$ cat config.mk
export PLATFORM = sky130hd
export DESIGN_NAME = dcsr_regs
export DESIGN_NICKNAME = d
export VERILOG_FILES = /design/src/rtl/dcsr_pkg.sv /design/src/rtl/dcsr_regs.sv
export SDC_FILE = /design/constraint.sdc
export NUM_CORES = 1
export LEC_CHECK = 0
export BUFFER_PORTS_ARGS = -buffer_cell sky130_fd_sc_hd__buf_2
export CORE_MARGIN = 2
export CORE_UTILIZATION = 53
export DETAILED_ROUTE_END_ITERATION = 16
export GPL_ROUTABILITY_DRIVEN = 1
export PLACE_DENSITY = 0.87
export SYNTH_ARGS = -nofsm -noshare
export SYNTH_HDL_FRONTEND = slang
export SYNTH_SLANG_ARGS = --single-unit
$ cat constraint.sdc
create_clock -name CORE_CLK_I -period 5.3 [get_ports CORE_CLK_I]
set_input_delay 1.06 -clock CORE_CLK_I [delete_from_list [all_inputs] [get_ports CORE_CLK_I]]
set_output_delay 1.06 -clock CORE_CLK_I [all_outputs]
set_load 0.01 [all_outputs]
$ cat src/rtl/dcsr_pkg.sv
package dcsr_pkg;

	// register word addresses as carried in the register field of a request
	localparam logic [15:0] ADDR_SW_VERSION = 16'h0003;
	localparam logic [15:0] ADDR_PARAM_LOCK = 16'h0004;
	localparam logic [15:0] ADDR_RUN_CMD = 16'h0006;
	localparam logic [15:0] ADDR_DRIVE_STATE = 16'h000E;
	localparam logic [15:0] ADDR_TRIP_A = 16'h000F;
	localparam logic [15:0] ADDR_DIN = 16'h0010;
	localparam logic [15:0] ADDR_DOUT = 16'h0011;
	localparam logic [15:0] ADDR_VIN_A = 16'h0012;
	localparam logic [15:0] ADDR_VIN_B = 16'h0013;
	localparam logic [15:0] ADDR_IIN = 16'h0014;
	localparam logic [15:0] ADDR_SPEED = 16'h0015;
	localparam logic [15:0] ADDR_RSVD_LO = 16'h001A;
	localparam logic [15:0] ADDR_RSVD_HI = 16'h001C;
	localparam logic [15:0] ADDR_TRIP_B = 16'h001D;
	localparam logic [15:0] ADDR_PARAM_BASE = 16'hA100;

	// answer codes
	localparam logic [7:0] EXC_OK = 8'h00;
	localparam logic [7:0] EXC_BAD_ADDR = 8'h02;
	localparam logic [7:0] EXC_WRITE_DENIED = 8'h14;

	// arbitrary value, hexadecimal 16-bit form
	localparam logic [15:0] SW_VERSION_DEFAULT = 16'h0100;
	localparam logic LOCK_RESET = 1'b0;
	localparam logic [4:0] RUN_CMD_RESET = 5'h00;

	// run command word, output terminal and second voltage input fields
	localparam int RUN_EDGE_BITS = 5;
	localparam int RUN_ESTOP_BIT = 4;
	localparam int RUN_CMDSRC_LSB = 6;
	localparam int RUN_FREQSRC_LSB = 8;
	localparam int DOUT_OC_BIT = 4;
	localparam int DOUT_RELAY_BIT = 7;
	localparam logic [3:0] VIN_B_FREQ_SETTING = 4'h2;

	typedef enum logic [1:0] {
		CMD_SRC_TERMINAL = 2'h0,
		CMD_SRC_KEYPAD = 2'h1,
		CMD_SRC_OPTION = 2'h2,
		CMD_SRC_LINK = 2'h3
	} dcsr_cmd_src_t;

	typedef enum logic [6:0] {
		FSRC_FREQ_PARAM = 7'h00, FSRC_UNUSED = 7'h01,
		FSRC_STEP1 = 7'h02, FSRC_STEP2 = 7'h03, FSRC_STEP3 = 7'h04, FSRC_STEP4 = 7'h05,
		FSRC_STEP5 = 7'h06, FSRC_STEP6 = 7'h07, FSRC_STEP7 = 7'h08,
		FSRC_UP = 7'h09, FSRC_DOWN = 7'h0A, FSRC_UPDOWN_ZERO = 7'h0B,
		FSRC_VOLTAGE_ZERO = 7'h0C, FSRC_VOLTAGE_A = 7'h0D, FSRC_CURRENT = 7'h0E,
		FSRC_VZERO_PLUS_I = 7'h0F, FSRC_VA_PLUS_I = 7'h10,
		FSRC_JOG = 7'h11, FSRC_PID = 7'h12, FSRC_COMM = 7'h13
	} dcsr_freq_src_t;

	typedef struct packed {
		logic remote_frequency_source;
		logic remote_run_stop;
		logic rev_run_cmd;
		logic fwd_run_cmd;
		logic brake_open;
		logic stopping;
		logic dc_braking;
		logic speed_arrival;
		logic decelerating;
		logic accelerating;
		logic fault_trip;
		logic rev_running;
		logic fwd_running;
		logic stopped;
	} dcsr_drive_state_t;

	typedef struct packed {
		logic low_voltage_trip;
		logic inverter_overload_trip;
		logic phase_open_fault;
		logic fan_fault;
		logic param_write_error;
		logic external_fault_b;
		logic hardware_diag_fault;
		logic overload_trip;
		logic motor_overheat_trip;
		logic drive_overheat_trip;
		logic ground_fault_trip;
		logic current_limit_trip;
		logic output_block_trip;
		logic external_fault_a;
		logic overvoltage_trip;
		logic overcurrent_trip;
	} dcsr_trip_a_t;

	typedef struct packed {
		logic eeprom_fault;
		logic thermistor_fault;
		logic lost_frequency_fault;
		logic io_board_reset_flag;
	} dcsr_trip_b_t;

	typedef struct packed {
		logic [9:0] voltage_input_a;
		logic [9:0] voltage_input_b;
		logic [9:0] current_input;
	} dcsr_analog_t;

	typedef struct packed {
		logic valid;
		logic write;
		logic [15:0] addr;
		logic [15:0] wdata;
	} dcsr_req_t;

	typedef struct packed {
		logic valid;
		logic [7:0] exc;
		logic [15:0] rdata;
	} dcsr_rsp_t;

	typedef struct packed {
		logic emergency_stop;
		logic fault_reset;
		logic reverse_run;
		logic forward_run;
		logic stop;
	} dcsr_cmd_pulse_t;

	typedef struct packed {
		logic valid;
		logic [15:0] addr;
		logic [15:0] data;
	} dcsr_param_wr_t;

endpackage : dcsr_pkg

$ cat src/rtl/dcsr_regs.sv
`timescale 1ns/100ps
// Function
// - status bits 0-8: stop, fwd/rev running, trip, accel, decel, arrival, DC brake, stopping
// - status bit 9 zero; bit 10 brake, 11-12 run commands, 13-14 remote sources
// - primary trip bits 0-6: overcurrent through drive overheat, in order
// - primary trip bits 7-15: motor overheat through low voltage, in order
// - secondary trip bits 0-3 flags, bits 4-15 read zero
// - input terminal register mirrors eight digital inputs in bits 0-7
// - output terminal register: open-collector bit 4, relay bit 7, others zero
// - first voltage input reads a 10-bit code for 0 to 10 V
// - second voltage input code is valid only when frequency setting is 2
// - current input reads a 10-bit code for 0 to 20 mA
// - stop, forward, reverse act only on a written zero-to-one edge
// - fault reset and emergency stop act on rising edge; bit 3 write-only
// - run word bits 6-7 read the operating command source
// - run word bits 8-14 read the frequency source code
// - source codes 12-16 analog, 17 jog, 18 PID, 19 communication
// - common-area writes act at once and revert on reset
// - parameter-group writes act at once and persist across reset
// - common-area software version is a hexadecimal 16-bit word
// - run-command and parameter-group writes refused with code 0x14 while parameter lock holds zero
// - master starts every transaction; every request gets one answer
module dcsr_regs (
	input wire logic CORE_CLK_I,
	input wire logic ARST_N_I,
	input wire dcsr_pkg::dcsr_req_t REQ_I,
	output dcsr_pkg::dcsr_rsp_t RSP_O,
	input wire dcsr_pkg::dcsr_drive_state_t DRIVE_STATE_I,
	input wire dcsr_pkg::dcsr_trip_a_t TRIP_A_I,
	input wire dcsr_pkg::dcsr_trip_b_t TRIP_B_I,
	input wire logic [7:0] DIGITAL_INPUT_I,
	input wire logic OPEN_COLLECTOR_OUTPUT_I,
	input wire logic RELAY_OUTPUT_I,
	input wire dcsr_pkg::dcsr_analog_t ANALOG_I,
	input wire logic [15:0] SHAFT_SPEED_I,
	input wire logic [3:0] FREQ_SOURCE_SETTING_I,
	input wire dcsr_pkg::dcsr_cmd_src_t CMD_SOURCE_I,
	input wire dcsr_pkg::dcsr_freq_src_t FREQ_SOURCE_I,
	output dcsr_pkg::dcsr_cmd_pulse_t CMD_PULSE_O,
	output dcsr_pkg::dcsr_param_wr_t PARAM_WR_O
);

	typedef struct packed {
		logic [7:0] din_s1;
		logic [7:0] din_s2;
		logic lock;
		logic [4:0] run_bits;
		dcsr_pkg::dcsr_rsp_t rsp;
		dcsr_pkg::dcsr_cmd_pulse_t pulse;
		dcsr_pkg::dcsr_param_wr_t pwr;
	} dcsr_state_t;

	logic rst_s1;
	logic rst_n;
	dcsr_state_t q;
	dcsr_state_t d;
	logic [15:0] state_word;
	logic [15:0] dout_word;
	logic [15:0] run_word;
	logic [15:0] vin_b_word;
	logic read_only_hit;
	logic [4:0] run_rise;

	// reset release through two stages
	always_ff @(posedge CORE_CLK_I or negedge ARST_N_I) begin
		if (!ARST_N_I) begin
			rst_s1 <= 1'b0;
			rst_n <= 1'b0;
		end else begin
			rst_s1 <= 1'b1;
			rst_n <= rst_s1;
		end
	end

	// bit 9 held at zero
	assign state_word = {1'b0, DRIVE_STATE_I[13:9], 1'b0, DRIVE_STATE_I[8:0]};

	always_comb begin
		dout_word = 16'h0000;
		dout_word[dcsr_pkg::DOUT_OC_BIT] = OPEN_COLLECTOR_OUTPUT_I;
		dout_word[dcsr_pkg::DOUT_RELAY_BIT] = RELAY_OUTPUT_I;
	end

	// fault reset (bit 3) is write-only and reads zero
	always_comb begin
		run_word = 16'h0000;
		run_word[2:0] = q.run_bits[2:0];
		run_word[dcsr_pkg::RUN_ESTOP_BIT] = q.run_bits[dcsr_pkg::RUN_ESTOP_BIT];
		run_word[dcsr_pkg::RUN_CMDSRC_LSB +: 2] = CMD_SOURCE_I;
		run_word[dcsr_pkg::RUN_FREQSRC_LSB +: 7] = FREQ_SOURCE_I;
	end

	assign vin_b_word = (FREQ_SOURCE_SETTING_I == dcsr_pkg::VIN_B_FREQ_SETTING) ?
		{6'h00, ANALOG_I.voltage_input_b} : 16'h0000;

	assign read_only_hit = (REQ_I.addr == dcsr_pkg::ADDR_SW_VERSION) ||
		((REQ_I.addr >= dcsr_pkg::ADDR_DRIVE_STATE) && (REQ_I.addr <= dcsr_pkg::ADDR_SPEED)) ||
		((REQ_I.addr >= dcsr_pkg::ADDR_RSVD_LO) && (REQ_I.addr <= dcsr_pkg::ADDR_TRIP_B));

	// zero-to-one edges against the last accepted command word
	assign run_rise = REQ_I.wdata[4:0] & ~q.run_bits;

	always_comb begin
		d = q;
		d.din_s1 = DIGITAL_INPUT_I;
		d.din_s2 = q.din_s1;
		d.rsp.valid = 1'b0;
		d.pulse = '0;
		d.pwr.valid = 1'b0;
		if (REQ_I.valid) begin
			d.rsp.valid = 1'b1;
			d.rsp.exc = dcsr_pkg::EXC_OK;
			d.rsp.rdata = 16'h0000;
			if (REQ_I.write) begin
				if (REQ_I.addr == dcsr_pkg::ADDR_PARAM_LOCK) begin
					d.lock = REQ_I.wdata[0];
				end else if (REQ_I.addr == dcsr_pkg::ADDR_RUN_CMD) begin
					if (!q.lock) begin
						d.rsp.exc = dcsr_pkg::EXC_WRITE_DENIED;
					end else begin
						d.pulse = run_rise;
						d.run_bits = REQ_I.wdata[4:0];
					end
				end else if (REQ_I.addr >= dcsr_pkg::ADDR_PARAM_BASE) begin
					if (!q.lock) begin
						d.rsp.exc = dcsr_pkg::EXC_WRITE_DENIED;
					end else begin
						// handed to the persistent parameter store
						d.pwr.valid = 1'b1;
						d.pwr.addr = REQ_I.addr;
						d.pwr.data = REQ_I.wdata;
					end
				end else if (read_only_hit) begin
					d.rsp.exc = dcsr_pkg::EXC_WRITE_DENIED;
				end else begin
					d.rsp.exc = dcsr_pkg::EXC_BAD_ADDR;
				end
			end else begin
				if (REQ_I.addr == dcsr_pkg::ADDR_SW_VERSION) begin
					d.rsp.rdata = dcsr_pkg::SW_VERSION_DEFAULT;
				end else if (REQ_I.addr == dcsr_pkg::ADDR_PARAM_LOCK) begin
					d.rsp.rdata = {15'h0000, q.lock};
				end else if (REQ_I.addr == dcsr_pkg::ADDR_RUN_CMD) begin
					d.rsp.rdata = run_word;
				end else if (REQ_I.addr == dcsr_pkg::ADDR_DRIVE_STATE) begin
					d.rsp.rdata = state_word;
				end else if (REQ_I.addr == dcsr_pkg::ADDR_TRIP_A) begin
					d.rsp.rdata = TRIP_A_I;
				end else if (REQ_I.addr == dcsr_pkg::ADDR_DIN) begin
					d.rsp.rdata = {8'h00, q.din_s2};
				end else if (REQ_I.addr == dcsr_pkg::ADDR_DOUT) begin
					d.rsp.rdata = dout_word;
				end else if (REQ_I.addr == dcsr_pkg::ADDR_VIN_A) begin
					d.rsp.rdata = {6'h00, ANALOG_I.voltage_input_a};
				end else if (REQ_I.addr == dcsr_pkg::ADDR_VIN_B) begin
					d.rsp.rdata = vin_b_word;
				end else if (REQ_I.addr == dcsr_pkg::ADDR_IIN) begin
					d.rsp.rdata = {6'h00, ANALOG_I.current_input};
				end else if (REQ_I.addr == dcsr_pkg::ADDR_SPEED) begin
					d.rsp.rdata = SHAFT_SPEED_I;
				end else if (REQ_I.addr == dcsr_pkg::ADDR_TRIP_B) begin
					d.rsp.rdata = {12'h000, TRIP_B_I};
				end else if ((REQ_I.addr >= dcsr_pkg::ADDR_RSVD_LO) &&
					(REQ_I.addr < dcsr_pkg::ADDR_TRIP_B)) begin
					d.rsp.rdata = 16'h0000;
				end else begin
					d.rsp.exc = dcsr_pkg::EXC_BAD_ADDR;
				end
			end
		end
	end

	// common-area values fall back to their defaults on every reset
	always_ff @(posedge CORE_CLK_I or negedge rst_n) begin
		if (!rst_n) begin
			q <= '0;
			q.lock <= dcsr_pkg::LOCK_RESET;
			q.run_bits <= dcsr_pkg::RUN_CMD_RESET;
		end else begin
			q <= d;
		end
	end

	assign RSP_O = q.rsp;
	assign CMD_PULSE_O = q.pulse;
	assign PARAM_WR_O = q.pwr;

	logic run_wr;
	logic rd_req;
	assign run_wr = REQ_I.valid && REQ_I.write && (REQ_I.addr == dcsr_pkg::ADDR_RUN_CMD);
	assign rd_req = REQ_I.valid && !REQ_I.write;
endmodule : dcsr_regs

# Yosys cells after proc, flatten, opt, wreduce, memory -nomap -nowiden
# Cells that the tools add are included.
# W data, S select, Z words.
# totals
ff_bits,87
word_cells,89
# op_classes
n_lt_le_gt_ge,6
eq_ne,13
n_mux,41
bitwise_logic,4
reduce_logical,8
# op_table
cell,count
$mux W16,12
$eq A16 B5 Y1 const B,7
$mux W33,3
$mux W38,2
$mux W63,1
$eq A16 B3 Y1 const B,2
$eq A16 B4 Y1 const B,2
$le A16 B5 Y1 const B,2
$mux W8,4
$mux W2,13
$mux W5,4
$eq A16 B2 Y1 const B,1
$ge A16 B16 Y1 const B,1
$ge A16 B4 Y1 const B,1
$ge A16 B5 Y1 const B,1
$lt A16 B5 Y1 const B,1
$mux W10,1
$reduce_and A6 Y1,1
$and A5 B5 Y5,1
$not A5 Y5,1
$reduce_and A5 Y1,1
$eq A4 B2 Y1 const B,1
$mux W4,1
$logic_and A1 B1 Y1,3
other kinds (3),5

# Logic depth before layout (Yosys ltp)
# logic_depth
depth_word,17
depth_mapped,8
depth_no_buf,5

# Worst setup path after synthesis
# Ideal clock, no wire load.
# synth_path
path_kind,input to register
start,input REQ_I[26] in the netlist's numbering
end,"register q, in the netlist RSP_O[6]"
setup_time_ps,86
arrival_time_ps,2839
required_time_ps,5214
setup_slack_ps,2376
cell_stages,6
n_path_buf,1
path_cell_list,or4_1 > buf_2 > nor4_4 > a22oi_2 > a2111o_1 > a32oi_1
# synth_between
elab_chain_len,13
word_cells_on_any_way,23
classes_between,eq/ne (11); mux (12)
# synth_lines
element,line_no,rtl
from (decl),dcsr_regs.sv:26,"input wire dcsr_pkg::dcsr_req_t REQ_I,"
$eq A16 B5 Y1,dcsr_regs.sv:159,end else if (REQ_I.addr == dcsr_pkg::ADDR_SPEED) begin
$mux W16,dcsr_regs.sv:159,
$mux W16,dcsr_regs.sv:157,end else if (REQ_I.addr == dcsr_pkg::ADDR_IIN) begin
$mux W16,dcsr_regs.sv:155,end else if (REQ_I.addr == dcsr_pkg::ADDR_VIN_B) begin
$mux W16,dcsr_regs.sv:153,end else if (REQ_I.addr == dcsr_pkg::ADDR_VIN_A) begin
$mux W16,dcsr_regs.sv:151,end else if (REQ_I.addr == dcsr_pkg::ADDR_DOUT) begin
$mux W16,dcsr_regs.sv:149,end else if (REQ_I.addr == dcsr_pkg::ADDR_DIN) begin
$mux W16,dcsr_regs.sv:147,end else if (REQ_I.addr == dcsr_pkg::ADDR_TRIP_A) begin
$mux W16,dcsr_regs.sv:145,end else if (REQ_I.addr == dcsr_pkg::ADDR_DRIVE_STATE) begin
$mux W16,dcsr_regs.sv:143,end else if (REQ_I.addr == dcsr_pkg::ADDR_RUN_CMD) begin
$mux W16,dcsr_regs.sv:141,end else if (REQ_I.addr == dcsr_pkg::ADDR_PARAM_LOCK) begin
$mux W16 (*),dcsr_regs.sv:139,if (REQ_I.addr == dcsr_pkg::ADDR_SW_VERSION) begin
$mux W16 (*),dcsr_regs.sv:114,if (REQ_I.write) begin
to (decl),dcsr_regs.sv:55,dcsr_state_t q;
# Every way passes the cells marked *; elsewhere a longest branch is shown, timed or not.
# A chain may end at the register's enable or synchronous reset.

# Final worst setup path
# layout_path
start,input REQ_I[16] in the netlist's numbering
end,"register q, in the netlist RSP_O[6]"
# Same word-level chain as after synthesis.

==> run summary <==
status: complete, no violations
post-synthesis mux area share: 10.9%
share of cells above drive strength 1: 46.4%
Period minus WS final: 3260 ps
Post-CTS Hold Buffers: 0
CP Capture Type: flop
Syn Area/Cell: 10.4 sq um
Post-Synth Simple-Gate Area: 21.3%
final net count: 735
hpwl dp: 10600 um
core box area: 9110 sq um
DR vias/cell: 6.02
Yosys cell types: 66
# Post-CTS Setup Buffers: 0
CP startpoint kind: input port
top cell type by total area after synthesis: dfrtp_1
Initial DRC Count: 403
post-route DRC violation count: 0
io pins: 202
Crit Path Class: in2reg
RSZ-0062 raised after global routing: no
top cell type's share of synthesized area: 41.3%
Synth Area in Adders: 0%
Compound-Gate Fraction of Synth Area: 13.1%
Yosys warning count: 0
Final Cell Area: 5690 sq um
GPL Wtd Cong: 0.938
GRT Residual Overflow: 0
Tot GR Track Use: 28.0%
Post-Synth XOR/XNOR Area: 0%
hold slack: 354 ps
flops & latches, synth: 81
largest net degree at the start of global routing: 80
PwrDens: 260 nW/um^2
total power: 1.48 mW
Final Skew: 16.2 ps
CTS buffer count: 9
Final TNS setup: 0 ps
Pre-antenna DRT Iters: 7
final hold violation count: 0
period utilisation layout: 61.6%
drt total wl: 14100 um
Post-Syn Area: 4910 sq um
Critical Path AT: 3540 ps
largest family of logic cells by synthesized area: simple AND/OR/NAND/NOR gates
Worst Path Max Fanout: 40
max_cap viols: 0
ant diodes: 0
dpl cell area: 5480 sq um
Async SR Flop Fraction: 100%
cells after synthesis: 471
Worst-Margin Slew: 1010 ps
Layout fillers: 767
clock buffer depth: 2
initial antenna violation count: 1
Req. time, crit path: 5570 ps
sequential area share after synthesis: 41.3%
H-tree levels: 3
commonest non-fill, non-tap cell in the layout: buf_2
final setup vio count: 0
Util after Layout: 62.4%
worst hold path type: reg2reg
Worst slew margin: 32.7%
DR WL/cell: 19.7 um
Achievable Freq: 0.306 GHz
Area growth syn-to-layout: 15.8%
CTS clk-pin slew, worst paths: 80 ps
Synth Flop Type: dfrtp_1
global-route wire length before repair: 21800 um
starting density of the core: 53.9%
vias in the first global route: 4274
root buf cell: clkbuf_8
CTS Sinks: 81
Clk Latency, worst-skew pair: 360 ps
Max Transition Viols Final: 0
most frequent cells in the layout: 196 x buf_2, 80 x dfrtp_1, 41 x mux2_2, 27 x nand2_1, 13 x inv_1
worst vdd ir: 0.185 mV
PostCTS Resize Cnt: 0
Pleak: 2.65 nW
Die ar.: 10100 sq um
Vert. Die Dim: 100 um
remaining antenna violation count after routing: 0
Row Count: 35
CTS tree: built
top cells by area, synth: dfrtp_1 41%, buf_4 9.6%, mux2_2 9.4%
EDFF count, synth: 0
DR vias: 4283
width of the die: 100 um
port bufs: 196
-- routing by layer --
metal  vias up  track usage [%]  share of wire (%)
met5         -                0              0.078
met4         2             11.5                3.5
met3        49             5.29                7.6
met2       251             45.2                 49
met1      2034             37.1                 40
li1       1947                -                  -
-- flip-flops by register name (all words and copies together), names as in the netlist --
signal       flops
q               14
d                8
CMD_PULSE_O      5
PARAM_WR_O      33
rst_s1           1
rst_n            1
RSP_O           19
-- worst paths after layout --
path | from | endpoint | slack (ps) | cells after the start
worst min register to register | d[71] | q[71] | 350 | 0
min in group asynchronous | ARST_N_I | rst_n | 460 | 1
worst max register to register | q[68] | PARAM_WR_O[29] | 3870 | 3
worst max-delay path | REQ_I[16] | RSP_O[6] | 2040 | 6
max in group asynchronous | rst_n | PARAM_WR_O[19] | 4130 | 0
worst min-delay path | d[71] | q[71] | 350 | 0
-- cells in the mapped netlist, types with 9 or more instances --
master	count
inv_1	13
nand2b_1	10
nor4_1	10
dfrtp_1	81
nor2_1	12
nand2_1	27
mux2_2	41
nor3_1	10
a32oi_1	9
clkbuf_1	16
buf_4	63
o211ai_1	9
nand3_1	9
-- logic make-up after synthesis --
logic type,Yosys count
simple gates,154
buf+inv,103
compound gates,83
flops,81
mux,48
other cells,2
-- worst max-delay path, stage by stage --
cell and delay, ps:
buf_2 570, or4bb_1 620, nor4_4 560, a22oi_2 160, a2111o_1 370, a32oi_1 190
-- final cells by class --
class,instances,area (sq um),area share [%]
Timing Repair Buffer,200,1010,17.8
Clock buffer,9,124,2.18
Inverter,13,48.8,0.858
Multi-Input combinational cell,291,2250,39.6
Clock inverter,7,81.3,1.43
Sequential cell,81,2030,35.7
Tap cell,111,139,2.44
-- where the power goes --
part	internal, mW	switching [mW]	leakage, nW
Combinational	0.138	0.138	1.53
Clock	0.226	0.259	0.107
Sequential	0.679	0.0373	1.01
Total	1.04	0.435	2.65
-- through the flow --
stage          cells  worst slack (ps)
2_1_floorplan    475              2380
3_3_place_gp     696              1750
3_5_place_dp     696              1700
4_1_cts          712              2080
5_1_grt          712              1900
6_report         712              2040
Note: power is estimated with default switching activity, not from simulation.
